File: src/core/acr_pkg.sv
package acr_pkg;

  // ==========================================================
  // Register map (index on the serial link)
  localparam logic [4:0] ACR_ADDR_SNAPSHOT = 5'h07;
  localparam logic [4:0] ACR_ADDR_CONFIG = 5'h08;
  localparam logic [4:0] ACR_ADDR_STATUS = 5'h09;
  localparam logic [4:0] ACR_ADDR_LOCK = 5'h0A;
  localparam logic [4:0] ACR_ADDR_SYNC_SNAP = 5'h0B;

  // ==========================================================
  // Field positions and values
  localparam int ACR_CNT_W = 12;
  localparam int ACR_SNAP_BIT = 1;
  localparam logic [7:0] ACR_CONFIG_RESET = 8'h00;
  localparam logic [7:0] ACR_CONFIG_WMASK = 8'hFD;
  localparam logic [11:0] ACR_COUNT_RESET = 12'h000;
  localparam logic [7:0] ACR_KEY_LOCK = 8'hCA;
  localparam logic [7:0] ACR_KEY_UNLOCK = 8'h9C;
  localparam logic [7:0] ACR_CRC_POLY = 8'h07;
  localparam logic [7:0] ACR_CRC_INIT = 8'hFF;

  // ==========================================================
  // Timing at 20 MHz
  localparam int ACR_CLK_PERIOD_NS = 50;
  localparam int ACR_RESET_TIME_NS = 20000;
  localparam int ACR_RESET_CYCLES = ACR_RESET_TIME_NS / ACR_CLK_PERIOD_NS;
  localparam int ACR_RATE_PERIOD_NS = 125000;
  localparam int ACR_RATE_CYCLES = ACR_RATE_PERIOD_NS / ACR_CLK_PERIOD_NS;
  localparam int ACR_TMR_W = 16;

  // ==========================================================
  // Types
  typedef struct packed {
    logic filter_bandwidth_select;
    logic software_reset_trigger;
    logic [1:0] output_rate_select;
    logic temp_select;
    logic converter_shutdown;
    logic reserved1;
    logic clock_output_select;
  } acr_config_t;

  typedef struct packed {
    logic [4:0] reserved;
    logic write_protect_active;
    logic crc_changed;
    logic reset_busy;
  } acr_status_t;

  typedef enum logic [2:0] {
    ACR_ST_CMD = 3'b001,
    ACR_ST_DATA = 3'b010,
    ACR_ST_IDLE = 3'b100
  } acr_spi_state_t;

endpackage

File: src/core/acr_regs.sv
// Function
// - Snapshot register shows latched 12-bit counter in 11:0, upper bits zero, resets zero.
// - Config bit 0 picks shared pin: data-ready when clear, clock output when set.
// - Config bit 2 set turns off dc-dc converter and modulators.
// - Config bit 3 picks second voltage input: pins when 0, temperature sensor when 1.
// - Two-converter variant always measures temperature, ignoring the select bit.
// - Config bits 5:4 set output rate 8, 4, 2 or 1 kHz.
// - Writing one to config bit 6 starts software reset; bit self-clears after one cycle.
// - Config bit 7 picks filter bandwidth: 3.3 kHz when 0, 2 kHz when 1.
// - Status bit 0 reads one during reset, clears when configuration is possible.
// - Status bit 1 sets whenever the configuration CRC changes.
// - Status bit 2 is one once lock key 0xCA was written, zero otherwise.
// - Config bit 1 and status bits 7:3 are reserved and read zero.
// - Lock register: 0xCA protects, 0x9C unprotects; write-only, reads zero.
// - Writing the snap bit latches the counter into the snapshot; bit self-clears.
`timescale 1ns/1ps
`default_nettype none

module acr_regs
  import acr_pkg::*;
#(
  parameter bit TWO_CONVERTERS = 1'b0
)
(
  input wire logic ref_clk,
  input wire logic arst_n,
  input wire logic spi_sclk,
  input wire logic spi_cs_n,
  input wire logic spi_mosi,
  output logic spi_miso,
  output logic spi_miso_oe_n,
  output logic shared_clock_or_ready_pin,
  output logic converter_shutdown,
  output logic temp_sensor_measured,
  output logic [1:0] output_rate_select,
  output logic filter_bandwidth_select,
  output logic software_reset_pulse,
  output logic data_ready_output
);

  // ==========================================================
  // CRC over the configuration byte
  function automatic logic [7:0] crc8(input logic [7:0] data);
    logic [7:0] c;
    c = ACR_CRC_INIT ^ data;
    for (int i = 0; i < 8; i++)
    begin
      c = c[7] ? ((c << 1) ^ ACR_CRC_POLY) : (c << 1);
    end
    return c;
  endfunction

  // Reference CRC starts at the reset value's CRC so leaving reset flags nothing
  localparam logic [7:0] CRC_AT_RESET = crc8(ACR_CONFIG_RESET);

  // ==========================================================
  // Pin synchronisers
  logic [2:0] sclk_q;
  logic [1:0] cs_q;
  logic [1:0] mosi_q;

  always_ff @(posedge ref_clk or negedge arst_n)
  begin
    if (!arst_n)
    begin
      sclk_q <= 3'h7;
      cs_q <= 2'h3;
      mosi_q <= 2'h0;
    end
    else
    begin
      sclk_q <= {sclk_q[1:0], spi_sclk};
      cs_q <= {cs_q[0], spi_cs_n};
      mosi_q <= {mosi_q[0], spi_mosi};
    end
  end

  logic sclk_rise;
  logic sclk_fall;
  logic cs_active;
  assign sclk_rise = sclk_q[1] && !sclk_q[2];
  assign sclk_fall = !sclk_q[1] && sclk_q[2];
  assign cs_active = !cs_q[1];

  // ==========================================================
  // Serial frame: command byte {addr[4:0], read, 2'b00}, then data MSB first
  acr_spi_state_t state_q;
  logic [4:0] bit_cnt_q;
  logic [7:0] rx_q;
  logic [4:0] addr_q;
  logic rd_q;
  logic [15:0] tx_q;
  logic tx_go_q;
  logic wr_stb;
  logic [7:0] wr_data;
  logic [15:0] rd_word;

  acr_config_t cfg_q;
  acr_status_t sts_q;
  logic [11:0] snap_q;
  logic [11:0] count_q;
  logic [7:0] crc_q;
  logic [ACR_TMR_W-1:0] rst_cnt_q;

  assign wr_data = {rx_q[6:0], mosi_q[1]};
  assign wr_stb = (state_q == ACR_ST_DATA) && sclk_rise && cs_active && !rd_q
    && (bit_cnt_q == 5'd15);

  always_comb
  begin
    rd_word = 16'h0000;
    unique case (wr_data[7:3])
      ACR_ADDR_SNAPSHOT: rd_word = {4'h0, snap_q};
      ACR_ADDR_CONFIG: rd_word = {cfg_q & ACR_CONFIG_WMASK, 8'h00};
      ACR_ADDR_STATUS: rd_word = {sts_q, 8'h00};
      default: rd_word = 16'h0000;
    endcase
  end

  always_ff @(posedge ref_clk or negedge arst_n)
  begin
    if (!arst_n)
    begin
      state_q <= ACR_ST_IDLE;
      bit_cnt_q <= 5'd0;
      rx_q <= 8'h00;
      addr_q <= 5'h00;
      rd_q <= 1'b0;
    end
    else if (!cs_active)
    begin
      state_q <= ACR_ST_IDLE;
      bit_cnt_q <= 5'd0;
    end
    else
    begin
      if (state_q == ACR_ST_IDLE)
      begin
        state_q <= ACR_ST_CMD;
      end
      if (sclk_rise)
      begin
        rx_q <= wr_data;
        if (bit_cnt_q != 5'd31)
        begin
          bit_cnt_q <= bit_cnt_q + 5'd1;
        end
        if (bit_cnt_q == 5'd7)
        begin
          addr_q <= wr_data[7:3];
          rd_q <= wr_data[2];
          state_q <= ACR_ST_DATA;
        end
      end
    end
  end

  // Output word loads at the command's last edge; shifting starts one edge later
  // so the first data bit is held across the host's first sampling edge.
  always_ff @(posedge ref_clk or negedge arst_n)
  begin
    if (!arst_n)
    begin
      tx_q <= 16'h0000;
      tx_go_q <= 1'b0;
      spi_miso_oe_n <= 1'b1;
    end
    else
    begin
      spi_miso_oe_n <= !(cs_active && state_q == ACR_ST_DATA && rd_q);
      if (!cs_active)
      begin
        tx_go_q <= 1'b0;
      end
      else if (sclk_rise && state_q == ACR_ST_CMD && bit_cnt_q == 5'd7)
      begin
        tx_q <= rd_word;
        tx_go_q <= 1'b0;
      end
      else if (sclk_rise && state_q == ACR_ST_DATA)
      begin
        tx_go_q <= 1'b1;
      end
      else if (sclk_fall && tx_go_q)
      begin
        tx_q <= {tx_q[14:0], 1'b0};
      end
    end
  end
  assign spi_miso = tx_q[15];

  // ==========================================================
  // Configuration, lock and reset sequencing
  logic cfg_wr;
  logic lock_wr;
  logic snap_wr;
  assign cfg_wr = wr_stb && addr_q == ACR_ADDR_CONFIG && !sts_q.reset_busy
    && !sts_q.write_protect_active;
  assign lock_wr = wr_stb && addr_q == ACR_ADDR_LOCK;
  assign snap_wr = wr_stb && addr_q == ACR_ADDR_SYNC_SNAP && wr_data[ACR_SNAP_BIT];

  always_ff @(posedge ref_clk or negedge arst_n)
  begin
    if (!arst_n)
    begin
      cfg_q <= ACR_CONFIG_RESET;
    end
    else if (cfg_q.software_reset_trigger)
    begin
      cfg_q <= ACR_CONFIG_RESET;
    end
    else if (cfg_wr)
    begin
      cfg_q <= wr_data & ACR_CONFIG_WMASK;
    end
  end

  always_ff @(posedge ref_clk or negedge arst_n)
  begin
    if (!arst_n)
    begin
      sts_q <= 8'h01;
      rst_cnt_q <= '0;
    end
    else if (cfg_q.software_reset_trigger)
    begin
      sts_q <= 8'h01;
      rst_cnt_q <= '0;
    end
    else
    begin
      if (sts_q.reset_busy)
      begin
        rst_cnt_q <= rst_cnt_q + 1'b1;
        if (rst_cnt_q == ACR_TMR_W'(ACR_RESET_CYCLES - 1))
        begin
          sts_q.reset_busy <= 1'b0;
        end
      end
      if (crc8(cfg_q) != crc_q)
      begin
        sts_q.crc_changed <= 1'b1;
      end
      if (lock_wr && wr_data == ACR_KEY_LOCK)
      begin
        sts_q.write_protect_active <= 1'b1;
      end
      else if (lock_wr && wr_data == ACR_KEY_UNLOCK)
      begin
        sts_q.write_protect_active <= 1'b0;
      end
    end
  end

  // Reference CRC tracks the register so that each change flags once
  always_ff @(posedge ref_clk or negedge arst_n)
  begin
    if (!arst_n)
    begin
      crc_q <= CRC_AT_RESET;
    end
    else
    begin
      crc_q <= crc8(cfg_q);
    end
  end

  // ==========================================================
  // Synchronisation counter and snapshot; status and snapshot writes fall through
  always_ff @(posedge ref_clk or negedge arst_n)
  begin
    if (!arst_n)
    begin
      count_q <= ACR_COUNT_RESET;
      snap_q <= ACR_COUNT_RESET;
    end
    else
    begin
      count_q <= count_q + 12'd1;
      if (snap_wr)
      begin
        snap_q <= count_q;
      end
    end
  end

  // ==========================================================
  // Output-rate timer and shared pin
  logic [ACR_TMR_W-1:0] rate_cnt_q;
  logic [ACR_TMR_W-1:0] rate_last;
  logic half_q;
  assign rate_last = ACR_TMR_W'((ACR_RATE_CYCLES << cfg_q.output_rate_select) - 1);

  always_ff @(posedge ref_clk or negedge arst_n)
  begin
    if (!arst_n)
    begin
      rate_cnt_q <= '0;
      data_ready_output <= 1'b0;
    end
    else if (cfg_q.converter_shutdown || rate_cnt_q >= rate_last)
    begin
      rate_cnt_q <= '0;
      data_ready_output <= !cfg_q.converter_shutdown;
    end
    else
    begin
      rate_cnt_q <= rate_cnt_q + 1'b1;
      data_ready_output <= 1'b0;
    end
  end

  always_ff @(posedge ref_clk or negedge arst_n)
  begin
    if (!arst_n)
    begin
      half_q <= 1'b0;
      shared_clock_or_ready_pin <= 1'b0;
      converter_shutdown <= 1'b0;
      temp_sensor_measured <= 1'b0;
      output_rate_select <= 2'h0;
      filter_bandwidth_select <= 1'b0;
      software_reset_pulse <= 1'b0;
    end
    else
    begin
      half_q <= !half_q;
      // Clock output is ref_clk/2: the pin itself is a flop, so no faster rate exists
      shared_clock_or_ready_pin <= cfg_q.clock_output_select ? half_q
        : data_ready_output;
      converter_shutdown <= cfg_q.converter_shutdown;
      temp_sensor_measured <= TWO_CONVERTERS | cfg_q.temp_select;
      output_rate_select <= cfg_q.output_rate_select;
      filter_bandwidth_select <= cfg_q.filter_bandwidth_select;
      software_reset_pulse <= cfg_q.software_reset_trigger;
    end
  end

  // ==========================================================
  // Checks
  property p_software_reset_trigger_one_cycle;
    @(posedge ref_clk) disable iff (!arst_n)
    cfg_q.software_reset_trigger |=> !cfg_q.software_reset_trigger && sts_q.reset_busy;
  endproperty
  a_software_reset_trigger_one_cycle: assert property (p_software_reset_trigger_one_cycle) else $error("software_reset_trigger not cleared");

  property p_crc_sticky;
    @(posedge ref_clk) disable iff (!arst_n)
    sts_q.crc_changed && !cfg_q.software_reset_trigger |=> sts_q.crc_changed;
  endproperty
  a_crc_sticky: assert property (p_crc_sticky) else $error("crc flag dropped");

  property p_crc_sets;
    @(posedge ref_clk) disable iff (!arst_n)
    cfg_wr && (wr_data & ACR_CONFIG_WMASK) != cfg_q ##1 !cfg_q.software_reset_trigger
      |=> sts_q.crc_changed;
  endproperty
  a_crc_sets: assert property (p_crc_sets) else $error("crc change missed");

  property p_lock_key;
    @(posedge ref_clk) disable iff (!arst_n)
    lock_wr && wr_data == ACR_KEY_LOCK && !cfg_q.software_reset_trigger
      |=> sts_q.write_protect_active;
  endproperty
  a_lock_key: assert property (p_lock_key) else $error("lock not engaged");

  property p_locked_hold;
    @(posedge ref_clk) disable iff (!arst_n)
    sts_q.write_protect_active && !cfg_q.software_reset_trigger |=> $stable(cfg_q);
  endproperty
  a_locked_hold: assert property (p_locked_hold) else $error("write while locked");

  property p_snap;
    @(posedge ref_clk) disable iff (!arst_n)
    snap_wr |=> snap_q == $past(count_q);
  endproperty
  a_snap: assert property (p_snap) else $error("snapshot wrong");

  property p_reserved;
    @(posedge ref_clk) disable iff (!arst_n)
    !cfg_q.reserved1 && sts_q.reserved == 5'h00;
  endproperty
  a_reserved: assert property (p_reserved) else $error("reserved bit set");

  property p_reset_done;
    @(posedge ref_clk) disable iff (!arst_n)
    $fell(cfg_q.software_reset_trigger) |-> sts_q.reset_busy [*8] ##[1:1000] !sts_q.reset_busy;
  endproperty
  a_reset_done: assert property (p_reset_done) else $error("reset never ends");

  property p_temp;
    @(posedge ref_clk) disable iff (!arst_n)
    1'b1 |=> temp_sensor_measured == (TWO_CONVERTERS | $past(cfg_q.temp_select));
  endproperty
  a_temp: assert property (p_temp) else $error("temp select wrong");

  property p_pin;
    @(posedge ref_clk) disable iff (!arst_n)
    !cfg_q.clock_output_select |=> shared_clock_or_ready_pin == $past(data_ready_output);
  endproperty
  a_pin: assert property (p_pin) else $error("pin function wrong");

endmodule

`default_nettype wire

File: config.mk
export PLATFORM = sky130hd
export DESIGN_NAME = acr_regs
export DESIGN_NICKNAME = d
export VERILOG_FILES = /design/src/core/acr_pkg.sv /design/src/core/acr_regs.sv
export SDC_FILE = /design/constraint.sdc
export NUM_CORES = 1
export LEC_CHECK = 0
export ABC_AREA = 1
export BUFFER_PORTS_ARGS = -buffer_cell sky130_fd_sc_hd__buf_2
export CORE_UTILIZATION = 65
export DETAILED_ROUTE_END_ITERATION = 10
export PLACE_DENSITY = 0.87
export SYNTH_ARGS = -nofsm -noshare
export SYNTH_HDL_FRONTEND = slang
export SYNTH_SLANG_ARGS = --single-unit
File: constraint.sdc
create_clock -name ref_clk -period 3.6 [get_ports ref_clk]
set_clock_uncertainty 0.2 [all_clocks]
set_input_delay 0.18 -clock ref_clk [delete_from_list [all_inputs] [get_ports ref_clk]]
set_output_delay 0.18 -clock ref_clk [all_outputs]
set_load 0.01 [all_outputs]
== Word level (Yosys, flattened, before mapping) ==
Cells that the tools add are included.

* Eq/ne operators: 17
* $add $sub $neg: 5
* Bitwise gates (word level): 10
* $lt $le $gt $ge: 1
* Shifts and indexed selects: 1
* Reduce and logical (&&, ||, !) cells: 41
* Multiplexer cells: 35

{| class="wikitable"
|+ Operator list
! kind !! count
|-
| 2-to-1 mux 16 bit || 6
|-
| one-hot mux 16 bit (3 select lines) || 1
|-
| 2-to-1 mux 3 bit || 13
|-
| adder 16 x 1 -> 16 bit, second input constant || 2
|-
| == test 5 x 4 -> 1 bit, second input constant || 6
|-
| NOT 3 bit || 8
|-
| logical AND 1 bit || 19
|-
| == test 16 x 9 -> 1 bit, second input constant || 1
|-
| == test 8 bit, second input constant || 2
|-
| >= comparator 16 bit || 1
|-
| 2-to-1 mux 8 bit || 2
|-
| << shifter 12 x 2 -> 16 bit, first input constant || 1
|-
| subtractor 16 x 2 -> 16 bit, second input constant || 1
|-
| 2-to-1 mux 5 bit || 3
|-
| adder 12 x 1 -> 12 bit, second input constant || 1
|-
| nonzero test 2 bit || 6
|-
| == test 5 x 3 -> 1 bit, second input constant || 2
|-
| 2-to-1 mux 1 bit || 10
|-
| zero test 1 bit || 9
|-
| inequality test 8 bit || 1
|-
| NOT 8 bit || 1
|-
| AND reduction 3 bit || 2
|-
| nonzero test 3 bit || 2
|-
| adder 5 x 1 -> 5 bit, second input constant || 1
|-
| 8 further kinds || 9
|}

* Flip-flop bits (word level): 130
* Bits of input ports: 5
* Output and inout port bits: 10

== Logic depth before layout (Yosys ltp) ==
* Depth after elaboration: 20
* Gate-level depth with buffers: 12

== Worst setup path before layout ==
Ideal clock, no wire load.

* Path kind: register to register
* From: reg cfg_q[5] in the netlist's numbering
* To: reg rate_cnt_q[10]
* Library setup time: 0.072 ns
* Cell stages (with the launch flop): 10
* Arrival time: 2.075 ns
* Slack: 1.254 ns
* Cell sequence: dfrtp_1 -> inv_1 -> ha_1 -> ha_1 -> a21oi_1 -> a21oi_1 -> nor2_1 -> nand3_1 -> buf_2 -> nor2_1

* Cells in the longest elaborated chain, start to end: 5

{| class="wikitable"
|+ RTL lines
! element !! RTL line !! RTL
|-
| from (decl) || acr_regs.sv:98 || <nowiki>acr_config_t cfg_q;</nowiki>
|-
| from (signal assigned) || acr_regs.sv:214 || <nowiki>cfg_q <= wr_data & ACR_CONFIG_WMASK;</nowiki>
|-
| << shifter 12 x 2 -> 16 bit || acr_regs.sv:292 || <nowiki>assign rate_last = ACR_TMR_W'((ACR_RATE_CYCLES << cfg_q.output_rate_select) - 1);</nowiki>
|-
| subtractor 16 x 2 -> 16 bit || acr_regs.sv:292 ||
|-
| >= comparator 16 bit || acr_regs.sv:301 || <nowiki>else if (cfg_q.converter_shutdown || rate_cnt_q >= rate_last)</nowiki>
|-
| logical OR 1 bit || acr_regs.sv:301 ||
|-
| 2-to-1 mux 16 bit || acr_regs.sv:301 ||
|-
| to (signal assigned) || acr_regs.sv:308 || <nowiki>rate_cnt_q <= rate_cnt_q + 1'b1;</nowiki>
|-
| to (decl) || acr_regs.sv:289 || <nowiki>logic [ACR_TMR_W-1:0] rate_cnt_q;</nowiki>
|}

Every way passes these cells.
A chain may end at the register's enable or synchronous reset.

== Worst setup path in the final report ==
* From: reg cfg_q[5] in the netlist's numbering
* To: reg rate_cnt_q[13]

The elaborated chain is that of the path after synthesis.

==> impl_metrics.json <==
{
  "hold_violations": 0,
  "cp_cell_sequence": "inv_1 -> ha_1 -> ha_1 -> a21oi_1 -> a21oi_1 -> nor2_1 -> nand3_1 -> nor2_1",
  "worst_pin_slew_ps": 907,
  "syn-num-nets": 761,
  "cp_top_family": "simple AND/OR/NAND/NOR gates",
  "overflow": 0,
  "power_density_mw_per_mm2": 467,
  "grt_pass1_wl_um": 23500,
  "die_h_um": 101,
  "rsz0062_at_grt": "false",
  "status": "finished clean",
  "placed_cells": 861,
  "cts_root_buffer": "clkbuf_8",
  "io_pins": 15,
  "initial_core_util_pct": 67.7,
  "fin_nets": 786,
  "rr_worst_depth": 8,
  "crit_path_start_kind": "register",
  "power.leakage_nw": 3.39,
  "ant_nets": 0,
  "hp-class": "in2reg",
  "grt_pass1_vias": 5167,
  "dieArea_sq_mm": 0.0102,
  "grt_max_degree": 72,
  "reg2reg_to": "rate_cnt_q[13]",
  "cp.depth": 8,
  "insertion_delay_ps": 530,
  "fin_hold_ws_ps": 93.1,
  "wl_per_cell_um": 15.7,
  "routed_wl_um": 14100,
  "ys_warn_count": 0,
  "cts_tree": "yes",
  "antenna_found_initial": 0,
  "syn_area_sq_mm": 0.00635,
  "tns_ps": 0,
  "portBuffers": 14,
  "gp_congestion": 0.919,
  "drc": 0,
  "yosysSeqAreaShare_pct": 51.1,
  "pre_cts_slack_ps": 710,
  "slowest_delay_ps": 550,
  "dpl.hpwl_um": 9300,
  "setup.worst_path.start": "cfg_q[5]",
  "numClockSinks": 129,
  "synth_largest_area_cell": "dfrtp_1",
  "h-tree-depth": 4,
  "crit_type": "reg2reg",
  "cap_viol_max_count": 0,
  "max_freq_mhz": 333,
  "fin_cells": 897,
  "slew-limit-headroom_pct": 39.5,
  "drive_gt1_share_pct": 12.1,
  "peakVddDrop_uv": 366,
  "area_growth_syn_to_layout_pct": 12.7,
  "synth.ff_latch_count": 129,
  "synthTopCellsByArea": "dfrtp_1, nand2_1, dfstp_2, nand3_1, ha_1",
  "synthCells": 730,
  "vias_per_cell": 5.76,
  "core_area_sq_mm": 0.00937,
  "period_needed_ps": 3000,
  "clk_path_buf_depth": 2,
  "row_count": 35,
  "yosysTopAreaCellShare_pct": 45.3,
  "via_count": 5163,
  "path_buf_inv": 1,
  "drt-pass1-iter-count": 5,
  "worstSetupEndpoint": "rate_cnt_q[13]",
  "crit_path_end_kind": "register",
  "synth-main-ff-cell": "dfrtp_1",
  "track_usage_pct": 30.4,
  "r2r_slack_ps": 600,
  "synth_cell_types": 40,
  "drt_iter0_drc": 315,
  "path_max_fanout": 16,
  "n_antenna_cell": 0,
  "synth-edff-count": 0,
  "slowest_stage": "dfrtp_1",
  "slew_viol_final": 0,
  "async_reset_ff_share_pct": 100,
  "crit_required_ps": 3840,
  "syn_area_per_cell_sq_um": 8.70,
  "period_share_pct": 83.4,
  "worst_slack_ps": 596,
  "cts_made_buffers": 17,
  "die_w_um": 101,
  "setup_viol": 0,
  "r2r_start": "cfg_q[5]",
  "cp.arrival_ps": 3240,
  "clk_pin_slew_worst_paths_ps": 60
}
[through the flow]
step	power (W)	utilization [%]	instance area (sq um)
finish	0.00334	76.3	7150
global route	0.00343	76.3	7150
CTS	0.00335	76.3	7150
detailed placement	0.00163	69.6	6520
global placement	0.00162	69.6	6520
floorplan	0.00157	-	6350
[logic make-up after synthesis]
group                      Yosys count  share of synthesized area (%)
buffers and inverters               92                           5.99
AOI/OAI and AO/OA                   98                           8.81
adders and majority gates           26                           5.12
xor gates and xnor gates            26                           3.59
DFF                                129                           51.1
and+or+nand+nor                    358                           25.3
other                                1                         0.0591
[repair_timing]
item | 4_1_cts | 5_1_grt
hold buffers | 4 | 0
gates resized for setup | 0 | 0
hold endpoints to repair | 65 | 0
endpoints found under the setup margin | 0 | 0
buffers inserted | 0 | 0
[state kept, by name, summed over array words and instances, names as in the netlist, 5 cells and up]
signal and flops:
rst_cnt_q 16, bit_cnt_q 5, count_q 12, rx_q 7
cfg_q 7, crc_q 8, snap_q 12, tx_q 16
addr_q 5, rate_cnt_q 16
[cells in the mapped netlist, drive strengths merged, types with 3 or more instances]
library cell  count
nand2           158
dfrtp           115
nor2             85
inv              78
nand3            67
o21ai            55
a21oi            29
ha               26
nor3             23
xor2             18
nand4            16
dfstp            14
buf              12
xnor2             8
a31oi             7
nor4              4
o211ai            3
or2               3
[layer usage]
| layer | global-route usage, % | wire length, um | vias up |
|---|---|---|---|
| met3 | 7.63 | 937 | 31 |
| met1 | 37.2 | 5760 | 2482 |
| met2 | 52.4 | 7130 | 207 |
| met5 | 0 | 0 | - |
| met4 | 10.8 | 277 | 0 |
| li1 | - | - | 2443 |
[worst min-delay path by stage]
stage               startpoint         to  cells past startpoint
floorplan               arst_n  addr_q[0]                      0
global placement      spi_cs_n    cs_q[0]                      1
detailed placement    spi_sclk  sclk_q[0]                      1
CTS                   spi_mosi  mosi_q[0]                      2
global route          spi_mosi  mosi_q[0]                      2
finish                spi_mosi  mosi_q[0]                      2
[power by group]
part	internal, W	switching [W]	total (W)
clock network	0.00108	0.000655	0.00173
registers	0.00148	0.0000241	0.00150
logic	0.0000233	0.0000859	0.000109
total	0.00258	0.000765	0.00334
[layout make-up]
class | instances | area, sq um
Clock buffer | 20 | 435
Clock inverter | 12 | 158
Fill cell | 647 | 2220
Inverter | 79 | 297
Multi-Input combinational cell | 509 | 2720
Sequential cell | 129 | 3250
Tap cell | 129 | 161
Timing Repair Buffer | 19 | 133
[placed cells by master, fill, tap and decap left out, types with 5 or more instances in the layout]
master,Yosys,layout
dfrtp_1,115,115
xor2_1,18,18
buf_2,7,13
nor3_1,17,17
inv_1,76,76
clkbuf_16,0,16
nor3_2,6,6
o21ai_0,41,41
ha_1,26,26
nor2_1,81,81
a31oi_1,7,7
dfstp_2,14,14
a21oi_1,28,28
xnor2_1,8,8
o21ai_2,10,10
nand2_1,152,152
nand2_2,5,5
nand4_1,16,16
nand3_1,67,67
No activity file was read; power rests on OpenSTA's default activity.
